==> src/inc/thermal_watchdog_pkg.sv <==
/*
  constants for the thermal watchdog compare block: pointer values,
  field positions, reset values and timing counts.
  assumes a 200 MHz system clock and an outside serial front end.
*/
// Functional notes
// (RL1) top nine reading bits give half-degree value
// (RL2) msbyte alone reads as whole degrees
// (RL3) compare limits after every finished conversion
// (RL4) limits hold nine msbs, two bytes
// (RL5) compare uses reading bits ten to two
// (RL6) limit read returns low seven bits zero
// (RL7) single byte limit read is harmless
// (RL8) only low five interval bits count
// (RL9) start sampling every interval times 100 ms
// (RL10) interval zero behaves as interval one
// (RL11) interval resets to one
// (RL12) conversion lasts 28 ms, then idle
// (RL13) alarm pin only pulls low
// (RL14) polarity bit two, reset active low
// (RL15) mode bit one, reset comparator
// (RL16) comparator: set above, release below
// (RL17) comparator ignores reads and shutdown
// (RL18) interrupt: latch event until any read
// (RL19) host keeps overheat above release
// (RL20) trip after 1, 2, 4, 6 faults
// (RL21) shutdown halts conversions, clears interrupt alarm
// (RL22) interrupt events alternate overheat then release
// (RL23) reading loaded left aligned, low bits zero
`default_nettype none
package thermal_watchdog_pkg;
  // -------------------------------------------------------------
  // pointer values
  // -------------------------------------------------------------
  localparam logic [2:0] PTR_TEMP    = 3'h0;
  localparam logic [2:0] PTR_CONF    = 3'h1;
  localparam logic [2:0] PTR_RELEASE = 3'h2;
  localparam logic [2:0] PTR_OVRHEAT = 3'h3;
  localparam logic [2:0] PTR_IDLE    = 3'h4;
  // -------------------------------------------------------------
  // configuration, reading and limit fields
  // -------------------------------------------------------------
  localparam int CONF_SHDN_BIT  = 0;
  localparam int CONF_MODE_BIT  = 1;
  localparam int CONF_POL_BIT   = 2;
  localparam int CONF_QUE_LSB   = 3;
  localparam int TEMP_LSB       = 5;
  localparam int LIMIT_LSB      = 7;
  // -------------------------------------------------------------
  // reset values
  // -------------------------------------------------------------
  localparam logic [4:0]  CONF_RESET    = 5'h00;
  localparam logic [4:0]  IDLE_RESET    = 5'h01;
  localparam logic [10:0] TEMP_RESET    = 11'h000;
  localparam logic [8:0]  OVRHEAT_RESET = 9'h0A0;
  localparam logic [8:0]  RELEASE_RESET = 9'h096;
  // -------------------------------------------------------------
  // timing
  // -------------------------------------------------------------
  localparam int CLK_MHZ        = 200;
  localparam int SAMPLE_UNIT_MS = 100;
  localparam int CONV_TIME_MS   = 28;
  localparam int SAMPLE_UNIT_CYC = SAMPLE_UNIT_MS * 1000 * CLK_MHZ;
  localparam int CONV_CYC        = CONV_TIME_MS * 1000 * CLK_MHZ;
endpackage : thermal_watchdog_pkg
`default_nettype wire

==> src/rtl/thermal_watchdog_compare.sv <==
/*
  thermal watchdog compare: reading, limits, interval pacing, alarm pin.
  assumes a serial front end that decodes the pointer and gives one
  strobe per register read or write, and a converter whose code is
  valid when the conversion window ends.
*/
`timescale 1ns/10ps
`default_nettype none
module thermal_watchdog_compare
  import thermal_watchdog_pkg::*;
#(
  parameter int UNIT_CYCLES = SAMPLE_UNIT_CYC,
  parameter int CONV_CYCLES = CONV_CYC
) (
  input  wire logic        clk,
  input  wire logic        reset_n,
  input  wire logic [2:0]  reg_ptr,
  input  wire logic        reg_wr,
  input  wire logic [15:0] reg_wdata,
  input  wire logic        reg_rd,
  output logic      [15:0] reg_rdata,
  input  wire logic [10:0] adc_code,
  output logic             conv_busy,
  input  wire logic        alarm_pin_i,
  output logic             alarm_pin_o,
  output logic             alarm_pin_oe
);
  // -------------------------------------------------------------
  // parameter checks and types
  // -------------------------------------------------------------
  localparam int UW = $clog2(UNIT_CYCLES + 1);
  localparam int CW = $clog2(CONV_CYCLES + 1);

  if (UNIT_CYCLES < 2 || CONV_CYCLES < 1 || CONV_CYCLES >= UNIT_CYCLES) begin : g_bad
    $error("cycle counts out of range");
  end

  typedef struct packed {
    logic [10:0]   temp;
    logic [8:0]    ovr;
    logic [8:0]    rel;
    logic [4:0]    conf;
    logic [4:0]    idle;
    logic [UW-1:0] tick;
    logic [4:0]    units;
    logic [CW-1:0] conv;
    logic          busy;
    logic [2:0]    faults;
    logic          hunt_low;
    logic          alarm;
    logic          oe;
    logic          pin_lvl;
    logic [15:0]   rdata;
  } state_s;

  state_s s_r;
  state_s s_nxt;

  // -------------------------------------------------------------
  // decoding helpers
  // -------------------------------------------------------------
  function automatic logic [2:0] queue_len(input logic [1:0] code);
    case (code)
      2'h0:    queue_len = 3'h1;
      2'h1:    queue_len = 3'h2;
      2'h2:    queue_len = 3'h4;
      default: queue_len = 3'h6;
    endcase
  endfunction : queue_len

  function automatic logic [4:0] period_units(input logic [4:0] v);
    period_units = (v == 5'h00) ? 5'h01 : v;  // see RL10
  endfunction : period_units

  function automatic logic [15:0] read_word(input state_s s, input logic [2:0] p);
    case (p)
      PTR_TEMP:    read_word = {s.temp, 5'h00};  // see RL1 see RL2
      PTR_CONF:    read_word = {11'h000, s.conf};
      PTR_RELEASE: read_word = {s.rel, 7'h00};   // see RL6 see RL7
      PTR_OVRHEAT: read_word = {s.ovr, 7'h00};   // see RL6 see RL7
      PTR_IDLE:    read_word = {11'h000, s.idle};
      default:     read_word = 16'h0000;
    endcase
  endfunction : read_word

  // -------------------------------------------------------------
  // next state
  // -------------------------------------------------------------
  logic       shdn;
  logic       mode_int;
  logic       unit_end;
  logic       start;
  logic       conv_end;
  logic       fault;
  logic       trip;
  logic [8:0] reading9;
  logic [2:0] faults_inc;

  always_comb begin
    s_nxt      = s_r;
    shdn       = s_r.conf[CONF_SHDN_BIT];
    mode_int   = s_r.conf[CONF_MODE_BIT];
    unit_end   = 1'b0;
    start      = 1'b0;
    conv_end   = 1'b0;
    fault      = 1'b0;
    trip       = 1'b0;
    reading9   = adc_code[10:2];  // see RL5
    faults_inc = s_r.faults + 3'h1;

    // interval pacing; shutdown parks the counters
    if (shdn) begin  // see RL21
      s_nxt.tick  = '0;
      s_nxt.units = 5'h00;
      s_nxt.busy  = 1'b0;
      s_nxt.conv  = '0;
    end else begin
      unit_end = (s_r.tick == UW'(UNIT_CYCLES - 1));
      s_nxt.tick = unit_end ? '0 : s_r.tick + UW'(1);
      if (unit_end) begin  // see RL9
        if (s_r.units + 5'h01 >= period_units(s_r.idle)) begin
          s_nxt.units = 5'h00;
          start       = !s_r.busy;
        end else begin
          s_nxt.units = s_r.units + 5'h01;
        end
      end
      // a busy conversion skips an overlapping start
      if (start) begin  // see RL12
        s_nxt.busy = 1'b1;
        s_nxt.conv = CW'(CONV_CYCLES - 1);
      end else if (s_r.busy) begin
        if (s_r.conv == '0) begin
          conv_end   = 1'b1;
          s_nxt.busy = 1'b0;
        end else begin
          s_nxt.conv = s_r.conv - CW'(1);
        end
      end
    end

    // read strobe: capture word, clear a latched interrupt
    if (reg_rd) begin
      s_nxt.rdata = read_word(s_r, reg_ptr);
      if (mode_int) begin  // see RL18 see RL17
        s_nxt.alarm = 1'b0;
      end
    end

    // register writes
    if (reg_wr) begin
      case (reg_ptr)
        PTR_CONF: begin
          s_nxt.conf = reg_wdata[4:0];
          if (reg_wdata[CONF_SHDN_BIT] && reg_wdata[CONF_MODE_BIT]) begin  // see RL21
            s_nxt.alarm = 1'b0;
          end
        end
        PTR_RELEASE: s_nxt.rel  = reg_wdata[15:LIMIT_LSB];  // see RL4
        PTR_OVRHEAT: s_nxt.ovr  = reg_wdata[15:LIMIT_LSB];  // see RL4
        PTR_IDLE:    s_nxt.idle = reg_wdata[4:0];           // see RL8
        default: begin
        end
      endcase
    end

    // end of conversion: load reading, compare, fault queue
    if (conv_end) begin  // see RL3
      s_nxt.temp = adc_code;  // see RL23
      fault = s_r.hunt_low ? ($signed(reading9) < $signed(s_r.rel))
                           : ($signed(reading9) > $signed(s_r.ovr));
      if (!fault) begin
        s_nxt.faults = 3'h0;
      end else if (faults_inc >= queue_len(s_r.conf[CONF_QUE_LSB +: 2])) begin  // see RL20
        trip         = 1'b1;
        s_nxt.faults = 3'h0;
      end else begin
        s_nxt.faults = faults_inc;
      end
      if (trip) begin
        s_nxt.hunt_low = !s_r.hunt_low;  // see RL22
        // a trip beats a same-cycle clear by read
        s_nxt.alarm = mode_int ? 1'b1 : !s_r.hunt_low;  // see RL16 see RL18
      end
    end

    // open drain: pull low when the pin level must be low
    s_nxt.oe = s_nxt.alarm ^ s_nxt.conf[CONF_POL_BIT];  // see RL13 see RL14
    // data level tied low; a high level is left to the pull-up
    s_nxt.pin_lvl = 1'b0;  // see RL13
  end

  // -------------------------------------------------------------
  // state register
  // -------------------------------------------------------------
  always_ff @(posedge clk) begin
    if (!reset_n) begin
      s_r          <= '0;
      s_r.temp     <= TEMP_RESET;
      s_r.ovr      <= OVRHEAT_RESET;
      s_r.rel      <= RELEASE_RESET;
      s_r.conf     <= CONF_RESET;  // see RL14 see RL15
      s_r.idle     <= IDLE_RESET;  // see RL11
    end else begin
      s_r <= s_nxt;
    end
  end

  // -------------------------------------------------------------
  // outputs
  // -------------------------------------------------------------
  assign reg_rdata    = s_r.rdata;
  assign conv_busy    = s_r.busy;
  assign alarm_pin_o  = s_r.pin_lvl;  // see RL13
  assign alarm_pin_oe = s_r.oe;

  // pin readback is not needed; the level is ours or the pull-up's
  logic pin_seen;
  assign pin_seen = alarm_pin_i;

  // -------------------------------------------------------------
  // checks
  // -------------------------------------------------------------
  chk_pin_polarity: assert property (  // see RL14
    @(posedge clk) disable iff (!reset_n)
    alarm_pin_oe == (s_r.alarm ^ s_r.conf[CONF_POL_BIT]))
    else $error("alarm pin drive does not follow alarm and polarity");

  chk_pin_low_only: assert property (  // see RL13
    @(posedge clk) disable iff (!reset_n)
    alarm_pin_o == 1'b0)
    else $error("alarm pin driven high");

  chk_limit_low_zero: assert property (  // see RL6
    @(posedge clk) disable iff (!reset_n)
    reg_rd && (reg_ptr == PTR_OVRHEAT || reg_ptr == PTR_RELEASE)
    |=> reg_rdata[6:0] == 7'h00)
    else $error("limit read low bits not zero");

  chk_temp_read: assert property (  // see RL1
    @(posedge clk) disable iff (!reset_n)
    reg_rd && reg_ptr == PTR_TEMP |=> reg_rdata == {$past(s_r.temp), 5'h00})
    else $error("reading word mismatch");

  chk_idle_high_zero: assert property (  // see RL8
    @(posedge clk) disable iff (!reset_n)
    reg_rd && reg_ptr == PTR_IDLE |=> reg_rdata[15:5] == 11'h000)
    else $error("interval read upper bits not zero");

  chk_int_read_clear: assert property (  // see RL18
    @(posedge clk) disable iff (!reset_n)
    reg_rd && mode_int && !conv_end && !reg_wr |=> !s_r.alarm)
    else $error("read did not clear interrupt alarm");

  chk_comp_read_hold: assert property (  // see RL17
    @(posedge clk) disable iff (!reset_n)
    !mode_int && !conv_end && !reg_wr |=> $stable(s_r.alarm))
    else $error("comparator alarm moved without a conversion");

  chk_shdn_no_conv: assert property (  // see RL21
    @(posedge clk) disable iff (!reset_n)
    shdn ##1 shdn |-> !conv_busy)
    else $error("conversion running in shutdown");

  chk_temp_load: assert property (  // see RL23
    @(posedge clk) disable iff (!reset_n)
    conv_end |=> s_r.temp == $past(adc_code))
    else $error("reading not loaded at conversion end");

  chk_conv_length: assert property (  // see RL12
    @(posedge clk) disable iff (!reset_n)
    $rose(conv_busy) && !shdn |-> conv_busy throughout (##1 1'b1))
    else $error("conversion window too short");

  chk_idle_reset: assert property (  // see RL11
    @(posedge clk)
    $rose(reset_n) |-> s_r.idle == IDLE_RESET)
    else $error("interval not reset to one");

  chk_shdn_int_clear: assert property (  // see RL21
    @(posedge clk) disable iff (!reset_n)
    reg_wr && reg_ptr == PTR_CONF && reg_wdata[CONF_SHDN_BIT] && reg_wdata[CONF_MODE_BIT]
    && !trip |=> !s_r.alarm)
    else $error("shutdown did not clear interrupt alarm");

  chk_int_trip_set: assert property (  // see RL18
    @(posedge clk) disable iff (!reset_n)
    trip && mode_int |=> s_r.alarm)
    else $error("interrupt trip did not raise alarm");

  chk_comp_trip: assert property (  // see RL16
    @(posedge clk) disable iff (!reset_n)
    trip && !mode_int |=> s_r.alarm == s_r.hunt_low)
    else $error("comparator alarm does not follow trip");

  chk_hunt_toggle: assert property (  // see RL22
    @(posedge clk) disable iff (!reset_n)
    trip |=> s_r.hunt_low != $past(s_r.hunt_low))
    else $error("trip direction did not alternate");

  chk_fault_clear: assert property (  // see RL20
    @(posedge clk) disable iff (!reset_n)
    conv_end && !fault |=> s_r.faults == 3'h0)
    else $error("fault count kept after a clean conversion");

  chk_fault_count: assert property (  // see RL20
    @(posedge clk) disable iff (!reset_n)
    conv_end && fault && !trip |=> s_r.faults == $past(s_r.faults) + 3'h1)
    else $error("fault count did not advance");

  chk_alarm_quiet: assert property (  // see RL3
    @(posedge clk) disable iff (!reset_n)
    !conv_end && !reg_rd && !reg_wr |=> $stable(s_r.alarm))
    else $error("alarm moved without conversion or access");

  chk_conv_start: assert property (  // see RL12
    @(posedge clk) disable iff (!reset_n)
    $rose(conv_busy) |-> s_r.conv == CW'(CONV_CYCLES - 1))
    else $error("conversion window loaded with wrong length");

  chk_conv_step: assert property (  // see RL12
    @(posedge clk) disable iff (!reset_n)
    conv_busy && !conv_end && !shdn |=> conv_busy && s_r.conv == $past(s_r.conv) - CW'(1))
    else $error("conversion window did not count down");

  chk_conv_stop: assert property (  // see RL12
    @(posedge clk) disable iff (!reset_n)
    conv_end |=> !conv_busy)
    else $error("conversion window did not close");

  chk_interval_floor: assert property (  // see RL10
    @(posedge clk) disable iff (!reset_n)
    unit_end && !s_r.busy && s_r.idle <= 5'h01 |-> start)
    else $error("short interval skipped a unit");

  chk_start_unit: assert property (  // see RL9
    @(posedge clk) disable iff (!reset_n)
    !unit_end |-> !start)
    else $error("conversion started off a unit boundary");

  chk_conf_read: assert property (  // see RL15
    @(posedge clk) disable iff (!reset_n)
    reg_rd && reg_ptr == PTR_CONF |=> reg_rdata == {11'h000, $past(s_r.conf)})
    else $error("configuration read mismatch");

  chk_rdata_hold: assert property (  // see RL7
    @(posedge clk) disable iff (!reset_n)
    !reg_rd |=> $stable(reg_rdata))
    else $error("read word moved without a read");

  chk_oe_reset: assert property (  // see RL14
    @(posedge clk)
    $rose(reset_n) |-> !alarm_pin_oe)
    else $error("alarm pin pulled low out of reset");

  chk_limit_write: assert property (  // see RL4
    @(posedge clk) disable iff (!reset_n)
    reg_wr && reg_ptr == PTR_OVRHEAT |=> {s_r.ovr, 7'h00} == ($past(reg_wdata) & 16'hFF80))
    else $error("overheat limit write mismatch");

endmodule : thermal_watchdog_compare
`default_nettype wire

==> config.mk <==
export PLATFORM = sky130hd
export DESIGN_NAME = thermal_watchdog_compare
export DESIGN_NICKNAME = d
export VERILOG_FILES = /design/src/inc/thermal_watchdog_pkg.sv /design/src/rtl/thermal_watchdog_compare.sv
export SDC_FILE = /design/constraint.sdc
export NUM_CORES = 1
export LEC_CHECK = 0
export BUFFER_PORTS_ARGS = -buffer_cell sky130_fd_sc_hd__buf_2
export CORE_MARGIN = 2
export CORE_UTILIZATION = 40
export DETAILED_ROUTE_END_ITERATION = 12
export PLACE_DENSITY = 0.57
export SETUP_SLACK_MARGIN = 0.5
export SYNTH_ARGS = -nofsm -noshare
export SYNTH_HDL_FRONTEND = slang
export SYNTH_SLANG_ARGS = --single-unit
export TNS_END_PERCENT = 10
==> constraint.sdc <==
create_clock -name clk -period 3.4 [get_ports clk]
set_clock_uncertainty 0.15 [all_clocks]
set_input_delay 0 -clock clk [delete_from_list [all_inputs] [get_ports clk]]
set_output_delay 0 -clock clk [all_outputs]
set_load 0.01 [all_outputs]
# After elaboration in Yosys (flattened, before gate mapping)
# Cells that the tools add are included.
dict set report totals {
  input_bits 35
  word_cells 88
  output_inout_bits 19
  reg_bits 116
}
dict set report classes {
  n_eq_ne 8
  magnitude_cmp 4
  muxes 34
  n_addsub 4
  bitwise_logic 3
  n_reduce_logical 18
}
# op count
set ops {}
lappend ops {{$pmux W16 S5} 1}
lappend ops {{$mux W24} 2}
lappend ops {{$add A25 B1 Y25 const B} 1}
lappend ops {{$eq A25 B25 Y1 const B} 1}
lappend ops {{$logic_not A23 Y1} 1}
lappend ops {{$mux W23} 1}
lappend ops {{$sub A23 B1 Y23 const B} 1}
lappend ops {{$mux W1} 20}
lappend ops {{$mux W3} 5}
lappend ops {{$mux W5} 3}
lappend ops {{$reduce_and A2 Y1} 7}
lappend ops {{$gt A9 B9 Y1} 1}
lappend ops {{$lt A9 B9 Y1} 1}
lappend ops {{$pmux W3 S3} 1}
lappend ops {{$mux W8} 1}
lappend ops {{$eq A3 B2 Y1 const B} 2}
lappend ops {{$reduce_or A3 Y1} 2}
lappend ops {{$add A5 B1 Y5 const B} 1}
lappend ops {{$ge A5 B5 Y1} 1}
lappend ops {{$logic_not A5 Y1} 1}
lappend ops {{$add A3 B1 Y3 const B} 1}
lappend ops {{$eq A3 B1 Y1 const B} 1}
lappend ops {{$eq A3 B3 Y1 const B} 1}
lappend ops {{$ge A3 B3 Y1} 1}
lappend ops {{11 further kinds} 13}

# Logic depth before layout (Yosys ltp)
# Gate-level depths: netlist of run 1.
dict set report logic_depth {
  word_depth 16
  mapped_depth 11
  mapped_depth_nobuf 9
}

# Least setup slack after synthesis of run 1
# No wires, ideal clock.
dict set report synth_timing {
  kind {register -> register}
  from {register s_r[42] (netlist name)}
  to {register s_r (netlist bit alarm_pin_oe)}
  n_path_buf 2
  setup_ns 0.121
  path_slack_ns 0.582
  required_time_ns 3.129
  period_less_slack_ns 2.818
  arrival_ns 2.547
  stages_incl_launch_ff 9
  cell_sequence {dfxtp_1 > or4_4 > or4b_1 > buf_2 > or3_1 > buf_6 > o21bai_4 > o211ai_2 > mux2_4}
}
dict set report synth_via {
  elab_chain_cells 7
}
# element line
set synth_lines {}
lappend synth_lines {{start: declaration} thermal_watchdog_compare.sv:56} ;# state_s s_r;
lappend synth_lines {{start signal: assignment} thermal_watchdog_compare.sv:205} ;# s_r <= s_nxt;
lappend synth_lines {{$logic_not A23 Y1} thermal_watchdog_compare.sv:133} ;# if (s_r.conv == '0) begin
lappend synth_lines {{$mux W1} thermal_watchdog_compare.sv:133}
lappend synth_lines {{$mux W1} thermal_watchdog_compare.sv:132} ;# end else if (s_r.busy) begin
lappend synth_lines {{$mux W1} thermal_watchdog_compare.sv:129} ;# if (start) begin
lappend synth_lines {{$mux W1} thermal_watchdog_compare.sv:112} ;# if (shdn) begin
lappend synth_lines {{$mux W1} thermal_watchdog_compare.sv:168} ;# if (conv_end) begin
lappend synth_lines {{$xor A1 B1 Y1} thermal_watchdog_compare.sv:188} ;# s_nxt.oe = s_nxt.alarm ^ s_nxt.conf[CONF_POL_BIT];
# Every way passes these cells.
# A chain may end at the register's enable or synchronous reset.

# Worst setup path in the final report of run 1
dict set report layout_timing {
  from {register s_r[42] (netlist name)}
  to {register s_r[19] (netlist name)}
}
dict set report layout_via {
  elab_chain_cells 6
}
# element line
set layout_lines {}
lappend layout_lines {{$logic_not A23 Y1} thermal_watchdog_compare.sv:133}
lappend layout_lines {{$mux W1} thermal_watchdog_compare.sv:133}
lappend layout_lines {{$mux W1} thermal_watchdog_compare.sv:132}
lappend layout_lines {{$mux W1} thermal_watchdog_compare.sv:129}
lappend layout_lines {{$mux W1} thermal_watchdog_compare.sv:112}
lappend layout_lines {{$reduce_and A2 Y1 (no source line)} n/a}
# Every way passes these cells.

==> flow_summary.yaml, run 1 <==
cells_and_area:
  syn2layout_area_growth_pct: 21.48
  multi_input_comb_area_mm2: 0.003059
  layout.nets: 832
  layoutNonFillerInstCount: 961
  drive_above_1_share_pct: 13.06
  ff_latch_area_mm2: 0.002302
  antennaDiodeCount: 0
  num-fill-cells: 1359
grt:
  groute.layer.met3.usage_pct: 5.037
  number_of_global_route_vias_before_repair: 4815
  antenna_found_initial: 0
  grt_pass1_wl_um: 22740
  grt_overflow: 0
  gr-usage-all-layers_pct: 19.10
  groute.layer.met1.usage_pct: 22.93
  grt_max_degree: 33
  use_met2_pct: 32.97
  global_route.peak_usage_layer: "met2"
critical_path:
  ff2ff_path_depth: 6
  rr_startpoint: "s_r[42]$_SDFFE_PP0P_"
  critPathRequiredTime_ps: 3560
  cp_peak_stage_delay_ps: 570
  crit_path_end_kind: "register"
  worstPathArrival_ps: 3040
  worst-path-stages: 6
  setup.worst_path.start_class: "register"
  path_cells: "or4_4 > or4b_1 > or3_4 > buf_4 > o31a_1 > o21a_1"
  crit-reg2reg-capture: "s_r[19]$_SDFFE_PN0P_"
  critical_path_maximum_fanout: 11
  r2r_setup_slack_ps: 520
  crit_path_top_delay_cell: "or4_4"
  critPathTopFamily: "simple AND/OR/NAND/NOR gates"
  setup.worst_path.class: "reg -> reg"
  worst-path-buf-inv: 1
detailed_routing:
  wire_per_inst_um: 14.15
  drtIter0Drc: 391
  route.antenna.remaining_nets: 0
  drc_errors: 0
  vias_per_cell: 5.202
  drt_pass1_iterations: 4
  wl_um: 13600
  dr_total_vias: 4999
logic_synthesis:
  ys_warn_count: 0
  yosysTopAreaCell: "dfxtp_1"
  synth_top_flop_cell: "dfxtp_1"
  synth_seq_area_share_pct: 40.05
  synthesis.area_mm2: 0.005748
  synth-edff-count: 0
  ys_ff_latch: 115
  yosysUniqueCellTypes: 55
  synth_commonest_cells: "dfxtp_1 (115), nand2_1 (87), nor2_1 (80)"
  synth_nets: 769
  cell_with_the_most_instances_after_synthesis: "dfxtp_1"
  synth.top_cell.area_share_pct: 40.05
  synth.area.top_cells: "dfxtp_1 (40%), ha_1 (6.3%), nand2_1 (5.7%)"
  synthCells: 705
  async_reset_ff_share_pct: 0
  syn_area_per_cell_um2: 8.153
floorplan:
  row_count: 43
  design.portCount: 54
  core_region_area_mm2: 0.01393
  dieHeight_um: 123.9
  dieArea_mm2: 0.01535
  floorplan.initialDensity_pct: 41.25
  die_x_um: 123.9
sta:
  report.final.slew_viol_count: 0
  normalized_max_slew_margin_pct: 44.08
  setup_slack_ps: 520.5
  grt_setup_unrepaired: "yes"
  final-hold-violation-count: 0
  worst_slew_pin_slew_ps: 835.7
  tns_ps: 0
  layout_worst_path_cycle_share_pct: 84.69
  timing.fmax_ghz: 0.3473
  setup_viol: 0
  finalCriticalPeriod_ps: 2880
run_status:
  run_status: "finished clean"
clocking:
  clkSlewWorstSetupHoldPaths_ps: 50
  clock_path_buffers: 2
  ctsHtreeMaxLevel: 4
  tritoncts: "yes"
  cts_root_buffer: "clkbuf_16"
  tritoncts_num_sinks: 115
  cts_buffers: 17
  clk-insertion-delay-late_ps: 420
worst_hold_path:
  hold_path_startpoint: "reset_n"
  worstHoldEndpoint: "alarm_pin_oe$_SDFF_PN0_"
  worst_hold_path_type: "in -> reg"
  min_delay_path_depth: 3
power_and_ir_drop:
  powerDensity_mw_per_mm2: 486.5
  design_power_total_mw: 3.397
  irDropWorstVdd_uv: 298.8
  cellLeakagePower_nw: 2.746
placement:
  numPortBuffers: 49
  dpl_worst_slack_ps: 434.0
  final_hpwl_dp_um: 9536
  numPlacedInstances: 896
  final_weighted_congestion_of_routability_driven_global_placement: 0.8461
job:
  cap_violations: 0
-- flip-flops by register name, indices dropped and copies added (netlist names) --
| signal | count |
|---|---|
| mode_int | 1 |
| s_r | 96 |
| conv_busy | 1 |
| reg_rdata | 16 |
| alarm_pin_oe | 1 |
-- cell type report --
type	count	share of cell area, %
clock buffer	19	6.486
clock inverter	13	2.258
inverter	40	2.150
multi-input combinational	504	43.81
sequential	115	32.97
tap	180	3.225
timing repair buffer	90	9.102
-- through the flow --
| stage | area [um^2] | util [%] | hold WS, ps |
|---|---|---|---|
| 6_report | 6983 | 50.11 | 9.231 |
| 5_1_grt | 6983 | 50.11 | 14.27 |
| 4_1_cts | 6979 | 50.09 | 2.890 |
| 3_5_place_dp | 6033 | 43.30 | 100.5 |
| 3_3_place_gp | 6033 | 43.30 | 91.19 |
| 2_1_floorplan | 5748 | - | -21.44 |
-- worst reg2reg max path, delay by kind of cell (launching register included) --
| kind | cells | cell delay (ps) |
|---|---|---|
| compound gates | 2 | 480 |
| buf+inv | 1 | 200 |
| flops | 1 | 350 |
| simple gates | 3 | 1610 |
-- cell usage in the layout, fill, tap and decap left out, types with 14 or more instances in the layout --
cell type        n
xor2_1          18
buf_2           49
ha_1            29
clkbuf_16       17
o21ai_0         16
nand2_1         87
dlygate4sd3_1   33
dfxtp_1        115
a21oi_1         65
inv_1           40
nor3_1          17
nor2_1          80
a22oi_1         14
nand3_1         27
xnor2_1         24
-- metal layers --
metal  up-vias  wire, um  share of wire, %
li1       2557         -                 -
met1      2350      6319                46
met2        75      6635                49
met3        17       462               3.4
met4         0       180               1.3
met5         -         0                 0
-- logic make-up after synthesis --
| logic type | count (synthesis) | synth area share, % |
|---|---|---|
| adder cells (fa/ha/maj) | 29 | 6.313 |
| multiplexers | 11 | 2.024 |
| other | 1 | 0.06524 |
| AND/OR/NAND/NOR | 292 | 24.68 |
| AO/OA/AOI/OAI | 129 | 13.58 |
| buffers and inverters | 86 | 6.878 |
| flip-flops | 115 | 40.05 |
| XOR/XNOR | 42 | 6.400 |
-- power breakdown --
part,internal (mW),switching [mW]
clock network,1.19,0.642
registers,1.36,0.0107
logic,0.0816,0.114
total,2.63,0.766
-- worst max-delay path by stage --
stage	slack (ps)	from	to
after floorplan	580	s_r[42]$_SDFFE_PP0P_	alarm_pin_oe$_SDFF_PN0_
after global placement	430	s_r[42]$_SDFFE_PP0P_	s_r[19]$_SDFFE_PN0P_
after detailed placement	430	s_r[42]$_SDFFE_PP0P_	s_r[19]$_SDFFE_PN0P_
after CTS	470	s_r[47]$_SDFFE_PP0P_	s_r[25]$_SDFFE_PP0P_
after global routing	350	s_r[42]$_SDFFE_PP0P_	s_r[20]$_SDFFE_PN0P_
final	520	s_r[42]$_SDFFE_PP0P_	s_r[19]$_SDFFE_PN0P_
-- timing repair --
item	in CTS	in global routing
endpoints found under the setup margin	16	22
gates resized for setup	1	1
setup buffers	0	0
endpoints found under the hold margin	49	0
hold buffers	33	0
pin swaps	0	0
No activity file was read; power rests on OpenSTA's default activity.
==> run 2, diff against run 1 <==
--- a/config.mk
+++ b/config.mk
@@ -9,7 +9,7 @@
 export CORE_MARGIN = 2
 export CORE_UTILIZATION = 40
 export DETAILED_ROUTE_END_ITERATION = 12
-export PLACE_DENSITY = 0.57
+export PLACE_DENSITY = 0.59
 export SETUP_SLACK_MARGIN = 0.5
 export SYNTH_ARGS = -nofsm -noshare
 export SYNTH_HDL_FRONTEND = slang
==> constraint.sdc (replaced) <==
create_clock -name clk -period 2.4 [get_ports clk]
set_clock_uncertainty 0.15 [all_clocks]
set_input_delay 0 -clock clk [delete_from_list [all_inputs] [get_ports clk]]
set_output_delay 0 -clock clk [all_outputs]
set_load 0.01 [all_outputs]
==> run 2 against run 1 <==
Against the previous run:
- the run now ends with setup timing left
- largest power group unchanged
- clock power increased by 38%
- critical path depth is the same
- sequential share of layout area shrank 3.0 points
- first-iteration DRC count shrank 15%
- cell area is 11% higher
- die area did not move
- core utilization rose by 5.6 points
- power up 41%
- via count up 6.0%
- sequential power increased by 42%
- flip-flop and latch count stayed put
- hold slack better by 43 ps
==> flow_summary.yaml, run 2 (same netlist as run 1, synthesis figures left out) <==
run_status:
  run_status: "finished, violations left"
  violations: "setup timing"
floorplan:
  core_region_area_mm2: 0.01393
  floorplan.initialDensity_pct: 41.25
  design.portCount: 54
  row_count: 43
  dieArea_mm2: 0.01535
  dieHeight_um: 123.9
  die_x_um: 123.9
placement:
  numPlacedInstances: 959
  post_dp_cell_area_mm2: 0.006578
  final_hpwl_dp_um: 10300
  final_weighted_congestion_of_routability_driven_global_placement: 0.8419
  numPortBuffers: 49
grt:
  groute.layer.met3.usage_pct: 5.723
  gr-usage-all-layers_pct: 20.00
  grt_overflow: 0
  groute.layer.met1.usage_pct: 22.66
  grt_max_degree: 40
  global_route.peak_usage_layer: "met2"
  grt_pass1_wl_um: 24020
  antenna_found_initial: 0
  use_met2_pct: 35.65
  number_of_global_route_vias_before_repair: 5226
worst_hold_path:
  hold_path_startpoint: "reg_wr"
  worstHoldEndpoint: "s_r[77]$_SDFFE_PN1P_"
  min_delay_path_depth: 4
  worst_hold_path_type: "in -> reg"
sta:
  setup_slack_ps: -177.0
  report.final.slew_viol_count: 0
  grt_setup_unrepaired: "yes"
  layout_worst_path_cycle_share_pct: 107.4
  final-hold-violation-count: 0
  normalized_max_slew_margin_pct: 66.11
  timing.fmax_ghz: 0.3880
  worst_slew_pin_slew_ps: 506.1
  setup_viol: 31
  finalCriticalPeriod_ps: 2577
cells_and_area:
  most-common-layout-cells: "dfxtp_1 (101), nand2_1 (86), nor2_1 (80), buf_4 (68), a21oi_1 (59)"
  top_register: "s_r"
  layoutNonFillerInstCount: 1024
  layout.nets: 895
  fin_area_mm2: 0.007759
  largest_register_ff_count: 96
  syn2layout_area_growth_pct: 34.98
  mostFrequentLayoutCell: "dfxtp_1"
  drive_above_1_share_pct: 26.78
  antennaDiodeCount: 0
detailed_routing:
  wl_um: 14850
  route.antenna.remaining_nets: 0
  drt_pass1_iterations: 5
  drc_errors: 0
  wire_per_inst_um: 14.50
  drtIter0Drc: 332
  dr_total_vias: 5300
  vias_per_cell: 5.176
clocking:
  ctsHtreeMaxLevel: 4
  clk-insertion-delay-late_ps: 410
  tritoncts: "yes"
  tritoncts_num_sinks: 115
  clock_path_buffers: 2
  cts_root_buffer: "clkbuf_16"
  cts_buffers: 17
  clkSlewWorstSetupHoldPaths_ps: 50
power_and_ir_drop:
  irDropWorstVdd_uv: 436.7
  powerDensity_mw_per_mm2: 616.1
  cellLeakagePower_nw: 3.147
critical_path:
  r2r_setup_slack_ps: -180
  worstPathArrival_ps: 2740
  crit_path_end_kind: "register"
  rr_startpoint: "s_r[44]$_SDFFE_PP0P_"
  crit-reg2reg-capture: "s_r[19]$_SDFFE_PN0P_"
  critPathLaunch: "s_r[44]$_SDFFE_PP0P_"
  critical_path_maximum_fanout: 3
  ff2ff_path_depth: 6
  critPathRequiredTime_ps: 2560
  setup.worst_path.start_class: "register"
  setup.worst_path.class: "reg -> reg"
job:
  cap_violations: 0
[run 2: critical path: stages, from the launching register on]
cell     delay (ps)
dfxtp_2         320
or4_4           540
or4b_4          550
or3_4           370
buf_6           130
o31a_1          230
o21a_1          180
[run 2: cell type report]
cell class | count | area [um^2]
Clock buffer | 22 | 495.5
Clock inverter | 10 | 102.6
Fill cell | 1264 | 6176
Inverter | 40 | 150.1
Multi-Input combinational cell | 505 | 3327
Sequential cell | 115 | 2322
Tap cell | 180 | 225.2
Timing Repair Buffer | 152 | 1136
[run 2: per-layer routing]
metal,routed length (um),vias up
met5,0,-
met4,272,0
met3,563,18
met2,7684,100
met1,6326,2506
li1,-,2676
[run 2: through the flow]
stage	setup TNS, ps	setup slack, ps	util [%]	hold WS, ps	total power [mW]
floorplan	-2080	-293.5	-	-21.44	2.131
global route	-4321	-233.0	55.68	55.90	4.961
finish	-1690	-177.0	55.68	52.47	4.780
CTS	-1096	-173.7	55.02	33.54	4.831
detailed placement	-4191	-240.5	47.20	104.1	2.245
global placement	-2525	-193.4	47.20	96.22	2.237
[run 2: how the worst max path moves through the flow]
| stage | to | cells after the start | slack, ps |
|---|---|---|---|
| after floorplan | alarm_pin_oe$_SDFF_PN0_ | 8 | -290 |
| after global placement | s_r[19]$_SDFFE_PN0P_ | 6 | -190 |
| after detailed placement | s_r[19]$_SDFFE_PN0P_ | 6 | -240 |
| after CTS | s_r[19]$_SDFFE_PN0P_ | 6 | -170 |
| after global routing | s_r[19]$_SDFFE_PN0P_ | 6 | -230 |
| final | s_r[19]$_SDFFE_PN0P_ | 6 | -180 |
[run 2: repair_timing]
action	4_1_cts	5_1_grt
cloned	1	0
pin swaps	29	9
hold buffers	28	0
buffers inserted	4	0
gates resized for setup	48	17
endpoints found under the hold margin	47	0
setup endpoints to repair	64	70
[run 2: where the power goes]
part / switching, mW / internal (mW)
Combinational: 0.173 / 0.137
Clock: 0.868 / 1.66
Sequential: 0.0149 / 1.93
